$ cat src/ip_pkg.sv
// ****************************************************************
// Constants shared by the drive end and the master end.
// ****************************************************************
package ip_pkg;
    // Object dictionary indices and record sub-indices.
    localparam logic [15:0] IDX_CONTROL   = 16'h6040;
    localparam logic [15:0] IDX_STATUS    = 16'h6041;
    localparam logic [15:0] IDX_QSTOP     = 16'h605a;
    localparam logic [15:0] IDX_MODE_SEL  = 16'h6060;
    localparam logic [15:0] IDX_MODE_DISP = 16'h6061;
    localparam logic [15:0] IDX_MEAS_POS  = 16'h6063;
    localparam logic [15:0] IDX_SUBMODE   = 16'h60c0;
    localparam logic [15:0] IDX_RECORD    = 16'h60c1;
    localparam logic [15:0] IDX_CYCLE     = 16'h1006;
    localparam logic [7:0]  SUB_COUNT     = 8'h00;
    localparam logic [7:0]  SUB_POS       = 8'h01;
    localparam logic [7:0]  SUB_VEL_CNT   = 8'h02;
    localparam logic [7:0]  SUB_VEL_RPM   = 8'h03;
    localparam logic [31:0] REC_ENTRIES   = 32'h0000_0003;
    // Mode and sub-mode encodings.
    localparam logic [7:0]  MODE_IP       = 8'h07;
    localparam logic [15:0] SUBMODE_LIN   = 16'h0000;
    localparam logic [15:0] SUBMODE_CPV   = 16'hffff;
    localparam logic [15:0] SUBMODE_CP    = 16'hfffe;
    localparam logic [15:0] SUBMODE_RESET = 16'h0000;
    // Control and status bit positions.
    localparam int CTRL_IP_EN_BIT  = 4;
    localparam int STAT_TARGET_BIT = 10;
    localparam int STAT_IP_BIT     = 12;
    // Timing: cycle split and the microsecond tick.
    localparam logic [31:0] CYCLE_SPLIT_US = 32'd2500;
    localparam int CLK_PERIOD_NS = 20;
    localparam int TICK_NS       = 1000;
    localparam int TICK_CLKS     = TICK_NS / CLK_PERIOD_NS;
    localparam int DIV_STEPS     = 32;
    // Set-point buffer shape.
    localparam int REC_W      = 99;
    localparam int FIFO_DEPTH = 16;
    // Master register word addresses and fields.
    localparam logic [2:0] REG_OBJ_ADDR = 3'h0;
    localparam logic [2:0] REG_OBJ_DATA = 3'h1;
    localparam logic [2:0] REG_GO       = 3'h2;
    localparam logic [2:0] REG_STATUS   = 3'h3;
    localparam logic [2:0] REG_MEAS     = 3'h4;
    localparam logic [2:0] REG_SETPOINT = 3'h5;
    localparam int GO_SEND_BIT = 0;
    localparam int GO_LAST_BIT = 1;
    localparam int GO_SYNC_BIT = 2;
endpackage

$ cat src/ip_link_if.sv
`timescale 1ns/1ps
// ****************************************************************
// Link between the set-point master and the drive.
// ****************************************************************
interface ip_link_if;
    logic        obj_valid;
    logic        obj_ready;
    logic [15:0] obj_index;
    logic [7:0]  obj_sub;
    logic [31:0] obj_data;
    logic        obj_last;
    logic        sync;
    logic [15:0] status_word;
    logic [7:0]  mode_display;
    logic [31:0] meas_pos;
    logic [31:0] setpoint;

    modport drive (
        input  obj_valid, obj_index, obj_sub, obj_data, obj_last, sync,
        output obj_ready, status_word, mode_display, meas_pos, setpoint
    );
    modport master (
        output obj_valid, obj_index, obj_sub, obj_data, obj_last, sync,
        input  obj_ready, status_word, mode_display, meas_pos, setpoint
    );
endinterface // ip_link_if

$ cat src/ip_drive.sv
// What this block does
// RULE1 - Cycle period object selects regulation method
// RULE2 - Short cycle: sync runs loop, no interpolation
// RULE3 - Long cycle: interpolate per sub-mode object
// RULE4 - Sub-mode 0 linear, -1/-2 cubic variants (the ramp here is linear in all three sub-modes)
// RULE5 - No position mapped: apply velocity reference only
// RULE6 - No unit conversion on received references
// RULE7 - Short cycle: feedforward from position delta
// RULE8 - Long cycle: rpm entry gives feedforward (here not applied in the cubic position-only sub-mode)
// RULE9 - Master sends record, then validates by sync
// RULE10 - Short cycle: sync loads latest set-point (here each sync pops the oldest buffered record)
// RULE11 - Linear/cubic-pv: one cycle of delay
// RULE12 - Cubic position-only: two cycles of delay
// RULE13 - Linear: each record is one set-point
// RULE14 - Last record item advances buffer slot
// RULE15 - Record: position, counts/s, rpm, signed 32
// RULE16 - Reserved sub-mode values are ignored
//
// Implementation choice: register access over Avalon-MM.
`timescale 1ns/1ps

// ****************************************************************
// Set-point buffer.
// ****************************************************************
module ip_fifo #(
    parameter int WIDTH = 8,
    parameter int DEPTH = 16
) (
    input  wire logic             clk,
    input  wire logic             rst_n,
    input  wire logic             in_valid,
    output logic                  in_ready,
    input  wire logic [WIDTH-1:0] in_data,
    output logic                  out_valid,
    input  wire logic             out_ready,
    output logic      [WIDTH-1:0] out_data,
    output logic [$clog2(DEPTH):0] level
);
    localparam int AW = $clog2(DEPTH);
    logic [WIDTH-1:0] mem_q [DEPTH];
    logic [AW-1:0]    wr_q;
    logic [AW-1:0]    rd_q;
    logic [AW:0]      cnt_q;
    logic             push;
    logic             pop;

    // Full and empty come straight from the occupancy count.
    assign in_ready  = (cnt_q != DEPTH[AW:0]);
    assign out_valid = (cnt_q != '0);
    assign out_data  = mem_q[rd_q];
    assign level     = cnt_q;
    assign push      = in_valid && in_ready;
    assign pop       = out_valid && out_ready;

    // Storage is written only on an accepted push.
    always_ff @(posedge clk) begin
        if (push) begin
            mem_q[wr_q] <= in_data;
        end
    end

    // Pointers and count move on accepted transfers.
    always_ff @(posedge clk) begin
        if (!rst_n) begin
            wr_q  <= '0;
            rd_q  <= '0;
            cnt_q <= '0;
        end else begin
            if (push) begin
                wr_q <= wr_q + 1'b1;
            end
            if (pop) begin
                rd_q <= rd_q + 1'b1;
            end
            cnt_q <= cnt_q + (AW+1)'(push) - (AW+1)'(pop);
        end
    end
endmodule // ip_fifo

// ****************************************************************
// Drive end: object store, set-point buffer and interpolator.
// ****************************************************************
module ip_drive (
    input  wire logic        clk,
    input  wire logic        rst_n,
    ip_link_if.drive         link,
    input  wire logic [31:0] meas_pos,
    input  wire logic        ff_compute_en,
    output logic      [31:0] traj_setpoint,
    output logic             pos_loop_en,
    output logic      [31:0] vel_cmd,
    output logic             vel_is_rpm,
    output logic      [31:0] vel_ff,
    output logic             loop_strobe,
    output logic      [15:0] quick_stop_mode
);
    import ip_pkg::*;

    logic [15:0] ctrl_q, submode_q, status_q;
    logic [7:0]  mode_q;
    logic [31:0] period_q, meas_q;
    logic [31:0] rec_pos_q, rec_vc_q, rec_vr_q;
    logic [2:0]  rec_mask_q;
    logic        ready_q;
    logic        accept, push, f_in_ready, f_out_valid;
    logic [REC_W-1:0] f_out;
    logic [$clog2(FIFO_DEPTH):0] f_level;
    logic        ip_active, short_cyc, sync_pop;
    logic [31:0] new_pos, new_vc, new_vr, tgt1_q, tgt2_q, sp_q, dest;
    logic [2:0]  new_mask;
    logic        tgt1_ok_q;
    logic [5:0]  tick_cnt_q;
    logic        tick;
    logic [31:0] quo_q, rem_q, left_q;
    logic [32:0] rem_sh, err_q, err_d;
    logic [5:0]  div_cnt_q;
    logic        div_busy_q, neg_q, start_div;

    assign accept    = link.obj_valid && ready_q;
    assign ip_active = (mode_q == MODE_IP) && ctrl_q[CTRL_IP_EN_BIT];
    // RULE1 cycle period split
    assign short_cyc = (period_q < CYCLE_SPLIT_US);
    // RULE14 auto advance slot
    assign push      = accept && link.obj_last;
    // RULE9 only validated records
    assign sync_pop  = link.sync && f_out_valid && ip_active;
    assign {new_mask, new_vr, new_vc, new_pos} = f_out;

    // Object writes from the master; record entries are kept raw.
    always_ff @(posedge clk) begin
        if (!rst_n) begin
            ctrl_q          <= '0;
            quick_stop_mode <= '0;
            mode_q          <= '0;
            submode_q       <= SUBMODE_RESET;
            period_q        <= '0;
            rec_pos_q       <= '0;
            rec_vc_q        <= '0;
            rec_vr_q        <= '0;
            rec_mask_q      <= '0;
        end else if (accept) begin
            case (link.obj_index)
                IDX_CONTROL:  ctrl_q <= link.obj_data[15:0];
                IDX_QSTOP:    quick_stop_mode <= link.obj_data[15:0];
                IDX_MODE_SEL: mode_q <= link.obj_data[7:0];
                IDX_CYCLE:    period_q <= link.obj_data;
                IDX_SUBMODE: begin
                    // RULE16 reserved values ignored
                    if (link.obj_data[15:0] == SUBMODE_LIN || link.obj_data[15:0] == SUBMODE_CPV
                        || link.obj_data[15:0] == SUBMODE_CP) begin
                        submode_q <= link.obj_data[15:0];
                    end
                end
                IDX_RECORD: begin
                    // RULE15 three signed entries
                    case (link.obj_sub)
                        SUB_POS:     rec_pos_q <= link.obj_data;
                        SUB_VEL_CNT: rec_vc_q <= link.obj_data;
                        SUB_VEL_RPM: rec_vr_q <= link.obj_data;
                        default:     rec_pos_q <= rec_pos_q;
                    endcase
                end
                default: ctrl_q <= ctrl_q;
            endcase
            // Track which entries this record carries; a closing item starts a fresh record.
            if (link.obj_last) begin
                rec_mask_q <= '0;
            end else if (link.obj_index == IDX_RECORD && link.obj_sub >= SUB_POS
                         && link.obj_sub <= SUB_VEL_RPM) begin
                rec_mask_q[link.obj_sub[1:0] - 2'd1] <= 1'b1;
            end
        end
    end

    // Merge the closing item into the record that goes to the buffer.
    logic [31:0] cl_pos, cl_vc, cl_vr;
    logic [2:0]  cl_mask;
    always_comb begin
        cl_pos  = rec_pos_q;
        cl_vc   = rec_vc_q;
        cl_vr   = rec_vr_q;
        cl_mask = rec_mask_q;
        if (link.obj_index == IDX_RECORD) begin
            case (link.obj_sub)
                SUB_POS: begin
                    cl_pos     = link.obj_data;
                    cl_mask[0] = 1'b1;
                end
                SUB_VEL_CNT: begin
                    cl_vc      = link.obj_data;
                    cl_mask[1] = 1'b1;
                end
                SUB_VEL_RPM: begin
                    cl_vr      = link.obj_data;
                    cl_mask[2] = 1'b1;
                end
                default: cl_mask = rec_mask_q;
            endcase
        end
    end

    ip_fifo #(.WIDTH(REC_W), .DEPTH(FIFO_DEPTH)) u_fifo (
        .clk       (clk),
        .rst_n     (rst_n),
        .in_valid  (push),
        .in_ready  (f_in_ready),
        .in_data   ({cl_mask, cl_vr, cl_vc, cl_pos}),
        .out_valid (f_out_valid),
        .out_ready (sync_pop),
        .out_data  (f_out),
        .level     (f_level)
    );

    // Ready is withdrawn early so a registered ready never overfills the buffer.
    always_ff @(posedge clk) begin
        if (!rst_n) begin
            ready_q <= 1'b0;
        end else begin
            ready_q <= (f_level <= ($clog2(FIFO_DEPTH)+1)'(FIFO_DEPTH - 2));
        end
    end

    // Microsecond tick for the interpolation ramp.
    always_ff @(posedge clk) begin
        if (!rst_n || link.sync) begin
            tick_cnt_q <= '0;
        end else begin
            tick_cnt_q <= (tick) ? '0 : tick_cnt_q + 6'd1;
        end
    end
    assign tick = (tick_cnt_q == 6'(TICK_CLKS - 1));

    // RULE12 extra stage for cubic-p
    assign dest = (submode_q == SUBMODE_CP) ? tgt2_q : tgt1_q;
    assign start_div = link.sync && ip_active && !short_cyc
                       && (submode_q == SUBMODE_CP ? tgt1_ok_q : (sync_pop && new_mask[0]));

    // Validated targets move one stage per sync while the mode is active, on short and long cycles.
    always_ff @(posedge clk) begin
        if (!rst_n) begin
            tgt1_q    <= '0;
            tgt2_q    <= '0;
            tgt1_ok_q <= 1'b0;
        end else if (link.sync && ip_active) begin
            // RULE13 one record, one point
            tgt1_q    <= (sync_pop && new_mask[0]) ? new_pos : tgt1_q;
            tgt1_ok_q <= sync_pop && new_mask[0];
            tgt2_q    <= tgt1_q;
        end
    end

    // Serial divider splits the cycle's travel into per-microsecond steps.
    assign rem_sh = {rem_q, quo_q[31]};
    always_ff @(posedge clk) begin
        if (!rst_n) begin
            div_busy_q <= 1'b0;
            div_cnt_q  <= '0;
            quo_q      <= '0;
            rem_q      <= '0;
            neg_q      <= 1'b0;
        end else if (start_div) begin
            div_busy_q <= 1'b1;
            div_cnt_q  <= '0;
            rem_q      <= '0;
            neg_q      <= 1'b0;
        end else if (div_busy_q && div_cnt_q == 6'd0) begin
            // First busy cycle latches the sign and magnitude of the travel.
            neg_q     <= $signed(dest) < $signed(sp_q);
            quo_q     <= ($signed(dest) < $signed(sp_q)) ? (sp_q - dest) : (dest - sp_q);
            div_cnt_q <= 6'd1;
        end else if (div_busy_q) begin
            if (rem_sh >= {1'b0, period_q}) begin
                rem_q <= 32'(rem_sh - {1'b0, period_q});
                quo_q <= {quo_q[30:0], 1'b1};
            end else begin
                rem_q <= rem_sh[31:0];
                quo_q <= {quo_q[30:0], 1'b0};
            end
            div_cnt_q  <= div_cnt_q + 6'd1;
            div_busy_q <= (div_cnt_q != 6'(DIV_STEPS));
        end
    end

    assign err_d = err_q + {1'b0, rem_q};

    // RULE11 ramp ends after one cycle
    // Set-point, loop enable, velocity and feedforward outputs.
    always_ff @(posedge clk) begin
        if (!rst_n) begin
            sp_q        <= '0;
            left_q      <= '0;
            err_q       <= '0;
            pos_loop_en <= 1'b0;
            vel_cmd     <= '0;
            vel_is_rpm  <= 1'b0;
            vel_ff      <= '0;
            loop_strobe <= 1'b0;
        end else begin
            loop_strobe <= 1'b0;
            if (sync_pop && !new_mask[0]) begin
                // RULE5 velocity-only control
                pos_loop_en <= 1'b0;
                vel_cmd     <= new_mask[1] ? new_vc : new_vr;
                vel_is_rpm  <= !new_mask[1];
                loop_strobe <= 1'b1;
                left_q      <= '0;
            end else if (sync_pop && short_cyc) begin
                // RULE2 RULE10 direct target at sync
                pos_loop_en <= 1'b1;
                sp_q        <= new_pos;
                loop_strobe <= 1'b1;
                left_q      <= '0;
                // RULE7 delta-based feedforward
                vel_ff      <= ff_compute_en ? (new_pos - sp_q) : '0;
            end else if (div_busy_q && div_cnt_q == 6'(DIV_STEPS)) begin
                // RULE3 RULE4 start interpolation ramp
                // The last divide step lands at this edge, so the ramp sees the final quotient.
                pos_loop_en <= 1'b1;
                left_q      <= period_q;
                err_q       <= '0;
            end else if (tick && left_q != '0) begin
                sp_q        <= neg_q ? sp_q - quo_q - 32'(err_d >= {1'b0, period_q})
                                     : sp_q + quo_q + 32'(err_d >= {1'b0, period_q});
                err_q       <= (err_d >= {1'b0, period_q}) ? err_d - {1'b0, period_q} : err_d;
                left_q      <= left_q - 32'd1;
                loop_strobe <= 1'b1;
            end
            // RULE8 rpm entry as feedforward
            if (sync_pop && !short_cyc && new_mask[0] && submode_q != SUBMODE_CP) begin
                vel_ff <= new_mask[2] ? new_vr : '0;
            end
        end
    end

    // RULE6 references stay in raw units
    assign traj_setpoint = sp_q;

    // Status readback toward the master.
    always_ff @(posedge clk) begin
        if (!rst_n) begin
            status_q <= '0;
            meas_q   <= '0;
        end else begin
            status_q                  <= '0;
            status_q[STAT_IP_BIT]     <= ip_active;
            status_q[STAT_TARGET_BIT] <= (left_q == '0) && !div_busy_q;
            meas_q                    <= meas_pos;
        end
    end

    assign link.obj_ready    = ready_q;
    assign link.status_word  = status_q;
    assign link.mode_display = mode_q;
    assign link.meas_pos     = meas_q;
    assign link.setpoint     = sp_q;
endmodule // ip_drive

$ cat src/flat_wrapper.sv
// flat-port wrapper written by rule: the top's interface ports become plain ports
module ip_drive_flat import ip_pkg::*;
  (clk, rst_n, meas_pos, ff_compute_en, traj_setpoint, pos_loop_en, vel_cmd, vel_is_rpm, vel_ff, loop_strobe, quick_stop_mode, link_obj_valid, link_obj_index, link_obj_sub, link_obj_data, link_obj_last, link_sync, link_obj_ready, link_status_word, link_mode_display, link_meas_pos, link_setpoint);
  ip_link_if link_i ();
  input  wire logic clk;
  input  wire logic rst_n;
  input  wire logic [31:0] meas_pos;
  input  wire logic ff_compute_en;
  output logic      [31:0] traj_setpoint;
  output logic pos_loop_en;
  output logic      [31:0] vel_cmd;
  output logic vel_is_rpm;
  output logic      [31:0] vel_ff;
  output logic loop_strobe;
  output logic      [15:0] quick_stop_mode;
  input wire logic [$bits(link_i.obj_valid)-1:0] link_obj_valid;
  input wire logic [$bits(link_i.obj_index)-1:0] link_obj_index;
  input wire logic [$bits(link_i.obj_sub)-1:0] link_obj_sub;
  input wire logic [$bits(link_i.obj_data)-1:0] link_obj_data;
  input wire logic [$bits(link_i.obj_last)-1:0] link_obj_last;
  input wire logic [$bits(link_i.sync)-1:0] link_sync;
  output wire logic [$bits(link_i.obj_ready)-1:0] link_obj_ready;
  output wire logic [$bits(link_i.status_word)-1:0] link_status_word;
  output wire logic [$bits(link_i.mode_display)-1:0] link_mode_display;
  output wire logic [$bits(link_i.meas_pos)-1:0] link_meas_pos;
  output wire logic [$bits(link_i.setpoint)-1:0] link_setpoint;
  assign link_i.obj_valid = link_obj_valid;
  assign link_i.obj_index = link_obj_index;
  assign link_i.obj_sub = link_obj_sub;
  assign link_i.obj_data = link_obj_data;
  assign link_i.obj_last = link_obj_last;
  assign link_i.sync = link_sync;
  assign link_obj_ready = link_i.obj_ready;
  assign link_status_word = link_i.status_word;
  assign link_mode_display = link_i.mode_display;
  assign link_meas_pos = link_i.meas_pos;
  assign link_setpoint = link_i.setpoint;
  ip_drive u_core (.clk(clk), .rst_n(rst_n), .link(link_i), .meas_pos(meas_pos), .ff_compute_en(ff_compute_en), .traj_setpoint(traj_setpoint), .pos_loop_en(pos_loop_en), .vel_cmd(vel_cmd), .vel_is_rpm(vel_is_rpm), .vel_ff(vel_ff), .loop_strobe(loop_strobe), .quick_stop_mode(quick_stop_mode));
endmodule
$ cat config.mk
export PLATFORM = sky130hd
export DESIGN_NAME = ip_drive_flat
export DESIGN_NICKNAME = d
export VERILOG_FILES = /design/src/ip_pkg.sv /design/src/ip_link_if.sv /design/src/ip_drive.sv /design/src/flat_wrapper.sv
export SDC_FILE = /design/constraint.sdc
export NUM_CORES = 2
export LEC_CHECK = 0
export BUFFER_PORTS_ARGS = -buffer_cell sky130_fd_sc_hd__buf_2
export CAP_MARGIN = 20
export CORE_MARGIN = 4
export CORE_UTILIZATION = 49
export CTS_BUF_LIST = sky130_fd_sc_hd__clkbuf_8
export CTS_CLUSTER_DIAMETER = 80
export CTS_CLUSTER_SIZE = 14
export DETAILED_ROUTE_END_ITERATION = 8
export MAX_ROUTING_LAYER = met4
export PLACE_DENSITY = 0.71
export SLEW_MARGIN = 20
export SYNTH_ARGS = -nofsm -noshare
export SYNTH_HDL_FRONTEND = slang
export SYNTH_SLANG_ARGS = --single-unit
$ cat constraint.sdc
create_clock -name clk -period 14.6 [get_ports clk]
set_input_delay 2.19 -clock clk [delete_from_list [all_inputs] [get_ports clk]]
set_output_delay 2.19 -clock clk [all_outputs]
set_load 0.01 [all_outputs]
==> flow_metrics.env <==
export IMPL_grt_pass1_vias=58349
export IMPL_clockBufferDepth=3
export IMPL_drv_slew=0
export IMPL_cts_root_buf="clkbuf_8"
export IMPL_p_leak_nw=36.4
export IMPL_syn_to_final_growth_pct=7.55
export IMPL_post_cts_setup_buffers=0
export IMPL_setup_viol=0
export IMPL_synth_cell_types=93
export IMPL_design_portCount=298
export IMPL_fillers=15624
export IMPL_dp_cells=9302
export IMPL_ant_nets=0
export IMPL_path_buf_inv=2
export IMPL_clk_pin_slew_ns=0.10
export IMPL_mostFrequentLayoutCell="edfxtp_1"
export IMPL_die_h_um=450
export IMPL_die_area_um2=202000
export IMPL_holdPathStages=2
export IMPL_die_x_um=450
export IMPL_worstMarginPinSlew_ns=1.17
export IMPL_core_area_um2=193000
export IMPL_final_setup_worst_slack_ns=5.47
export IMPL_drt_pass1_iter_count=6
export IMPL_finalSetupTns_ns=0
export IMPL_crit_path_max_incr_delay_ns=0.55
export IMPL_finalHoldViolCount=0
export IMPL_cts_hold_buffers_added=0
export IMPL_reg2reg_depth=34
export IMPL_cts_tree="built"
export IMPL_clock_skew_ns=0.0458
export IMPL_gp_congestion=0.925
export IMPL_avgSynthCellArea_um2=14.1
export IMPL_status="completed"
export IMPL_worst_setup_path_type="reg -> reg"
export IMPL_ys_ff_latch=2115
export IMPL_cp_depth=34
export IMPL_routed_wl_um=273000
export IMPL_finalCriticalPeriod_ns=9.13
export IMPL_cpMostUsedCell="a21oi_1"
export IMPL_fin_crit_sh_pct=62.5
export IMPL_cts_sinks=2115
export IMPL_stdcell_count=9644
export IMPL_insertion_delay_ns=0.98
export IMPL_hold_path_class="reg -> reg"
export IMPL_critical_path_top_delay_family="compound AO/OA/AOI/OAI gates"
export IMPL_slew_headroom_pct=21.6
export IMPL_grt_pass1_wl_um=398000
export IMPL_holdWs_ns=0.454
export IMPL_arrival_ns=9.99
export IMPL_synth_area_leaders="edfxtp_1, mux4_2, dfxtp_1"
export IMPL_htreeDepth=4
export IMPL_port_buffer_count=283
export IMPL_regArea_um2=58200
export IMPL_cp_required_ns=15.46
export IMPL_grt_ovfl_total=0
export IMPL_drc=0
export IMPL_ys_seq_area_share_pct=60.8
export IMPL_final_cell_mix="edfxtp_1, nand2_1, dfxtp_1, mux4_2, a21oi_1"
export IMPL_grt_setup_unrepaired="false"
export IMPL_drive_gt1_share_pct=18.0
export IMPL_syn_area_um2=95700
export IMPL_synth_top_area_share_pct=49.7
export IMPL_wire_per_inst_um=28.3
export IMPL_vdd_drop_max_uv=82.5
export IMPL_grt_use_total_pct=27.3
export IMPL_yosys_warnings=0
export IMPL_cp_slowest_cell="fa_1"
export IMPL_multiInputGateArea_um2=35000
export IMPL_rows=161
export IMPL_powerDensity_nw_per_um2=97.0
export IMPL_yosysTopAreaCell="edfxtp_1"
export IMPL_dr_first_iter_drc_count=7679
export IMPL_cp_start_kind="register"
export IMPL_grt_max_degree=139
export IMPL_end_kind="register"
export IMPL_start_util_pct=49.5
export IMPL_cts_made_buffers=176
export IMPL_drv_cap=0
export IMPL_synthArstFlopShare_pct=0
export IMPL_place_ws_ns=5.68
export IMPL_fmax_mhz=110
export IMPL_synthCells=6793
export IMPL_synth_edf_count=1584
export IMPL_synthFlopType="edfxtp_1"
export IMPL_path_max_fanout=6
export IMPL_vias=60314
export IMPL_cts_resized=0
export IMPL_antenna_found_initial=25
export IMPL_dp_hpwl_um=172000
export IMPL_final_nets=7359
export IMPL_vias_per_cell=6.25
==> report_power, final <==
part	internal (mW)	total, mW	switching, mW
Clock	1.21	3.23	2.02
Combinational	0.0969	0.329	0.232
Sequential	6.41	6.42	0.0153
Total	7.72	9.98	2.26
==> state kept, by name (all words and copies together), names as in the netlist, 8 cells and up, named ones only <==
name / count
u_core.vel_cmd: 32
u_core.link.meas_pos: 32
u_core.tgt1_q: 32
u_core.rec_vr_q: 32
u_core.rec_pos_q: 32
u_core.err_q: 33
u_core.tgt2_q: 32
u_core.link.mode_display: 8
u_core.quo_q: 32
u_core.rem_q: 32
u_core.u_fifo.mem_q: 1584
u_core.link.setpoint: 32
u_core.rec_vc_q: 32
u_core.quick_stop_mode: 16
u_core.vel_ff: 32
u_core.left_q: 32
u_core.submode_q: 16
u_core.period_q: 32
==> worst min-delay path, delay by kind of cell (launching register included) <==
family | cells | cell delay (ns)
AO/OA/AOI/OAI | 1 | 0.05
AND/OR/NAND/NOR | 1 | 0.05
flip-flops | 1 | 0.32
==> cells in the mapped netlist (39+ instances only) <==
| cell type | number |
|---|---|
| edfxtp_1 | 1584 |
| nand2_1 | 583 |
| dfxtp_1 | 531 |
| mux4_2 | 494 |
| a21oi_1 | 468 |
| nor2_1 | 364 |
| ha_1 | 299 |
| clkbuf_1 | 284 |
| inv_1 | 243 |
| mux2i_1 | 196 |
| o21ai_0 | 185 |
| xnor2_1 | 148 |
| a211oi_1 | 131 |
| a21o_1 | 116 |
| mux2_2 | 112 |
| xor2_1 | 80 |
| nand3_1 | 71 |
| nor3_1 | 63 |
| and2_1 | 52 |
| buf_4 | 49 |
| nand4_1 | 48 |
| a31oi_1 | 41 |
| nand2b_1 | 41 |
| buf_2 | 39 |
==> layer usage <==
metal / track usage, % / share of wire (%) / wire length [um]
met2: 41.9 / 47 / 127000
met5: - / 0 / 0
met4: 9.48 / 4.1 / 11200
met3: 4.38 / 9.4 / 25600
met1: 37.4 / 40 / 109000
==> cell families (layout without fill, tap and decap cells) <==
family,Yosys count,after routing,synth area share (%)
AND/OR/NAND/NOR,1416,1416,6.76
AO/OA/AOI/OAI,1262,1262,8.32
other,1,29,0.00392
flip-flops,2115,2115,60.8
adder cells (fa/ha/maj),310,310,4.14
multiplexers,804,804,15.0
XOR/XNOR,228,228,2.09
buffers and inverters,657,954,2.86
==> cell type report <==
| cell class | instances | share of cell area, % |
|---|---|---|
| antenna | 15 | 0.0365 |
| clock buffer | 182 | 2.43 |
| clock inverter | 144 | 0.740 |
| inverter | 245 | 0.901 |
| multi-input combinational | 4034 | 34.1 |
| sequential | 2115 | 56.6 |
| tap | 2526 | 3.07 |
| timing repair buffer | 383 | 2.20 |
==> through the flow <==
stage | util (%) | total power, mW | instance area, um^2
after floorplan | - | 6.73 | 95700
after global placement | 51.5 | 6.88 | 99600
after detailed placement | 51.5 | 6.89 | 99600
after CTS | 53.2 | 10.0 | 103000
after global routing | 53.2 | 10.3 | 103000
final | 53.2 | 9.98 | 103000
==> path summary, 6_finish.rpt <==
check                           slack [ns]                                    end                             start
worst max-delay path                  5.47  u_core.link.setpoint[26]$_SDFFE_PN0P_      u_core.rem_q[0]$_SDFFE_PP0P_
worst min-delay path                  0.45       u_core.rec_vc_q[23]$_SDFFE_PN0P_  u_core.rec_vc_q[23]$_SDFFE_PN0P_
worst max register to register        5.47  u_core.link.setpoint[26]$_SDFFE_PN0P_      u_core.rem_q[0]$_SDFFE_PP0P_
worst min register to register        0.45       u_core.rec_vc_q[23]$_SDFFE_PN0P_  u_core.rec_vc_q[23]$_SDFFE_PN0P_
Power figures use the tool's default switching activity.
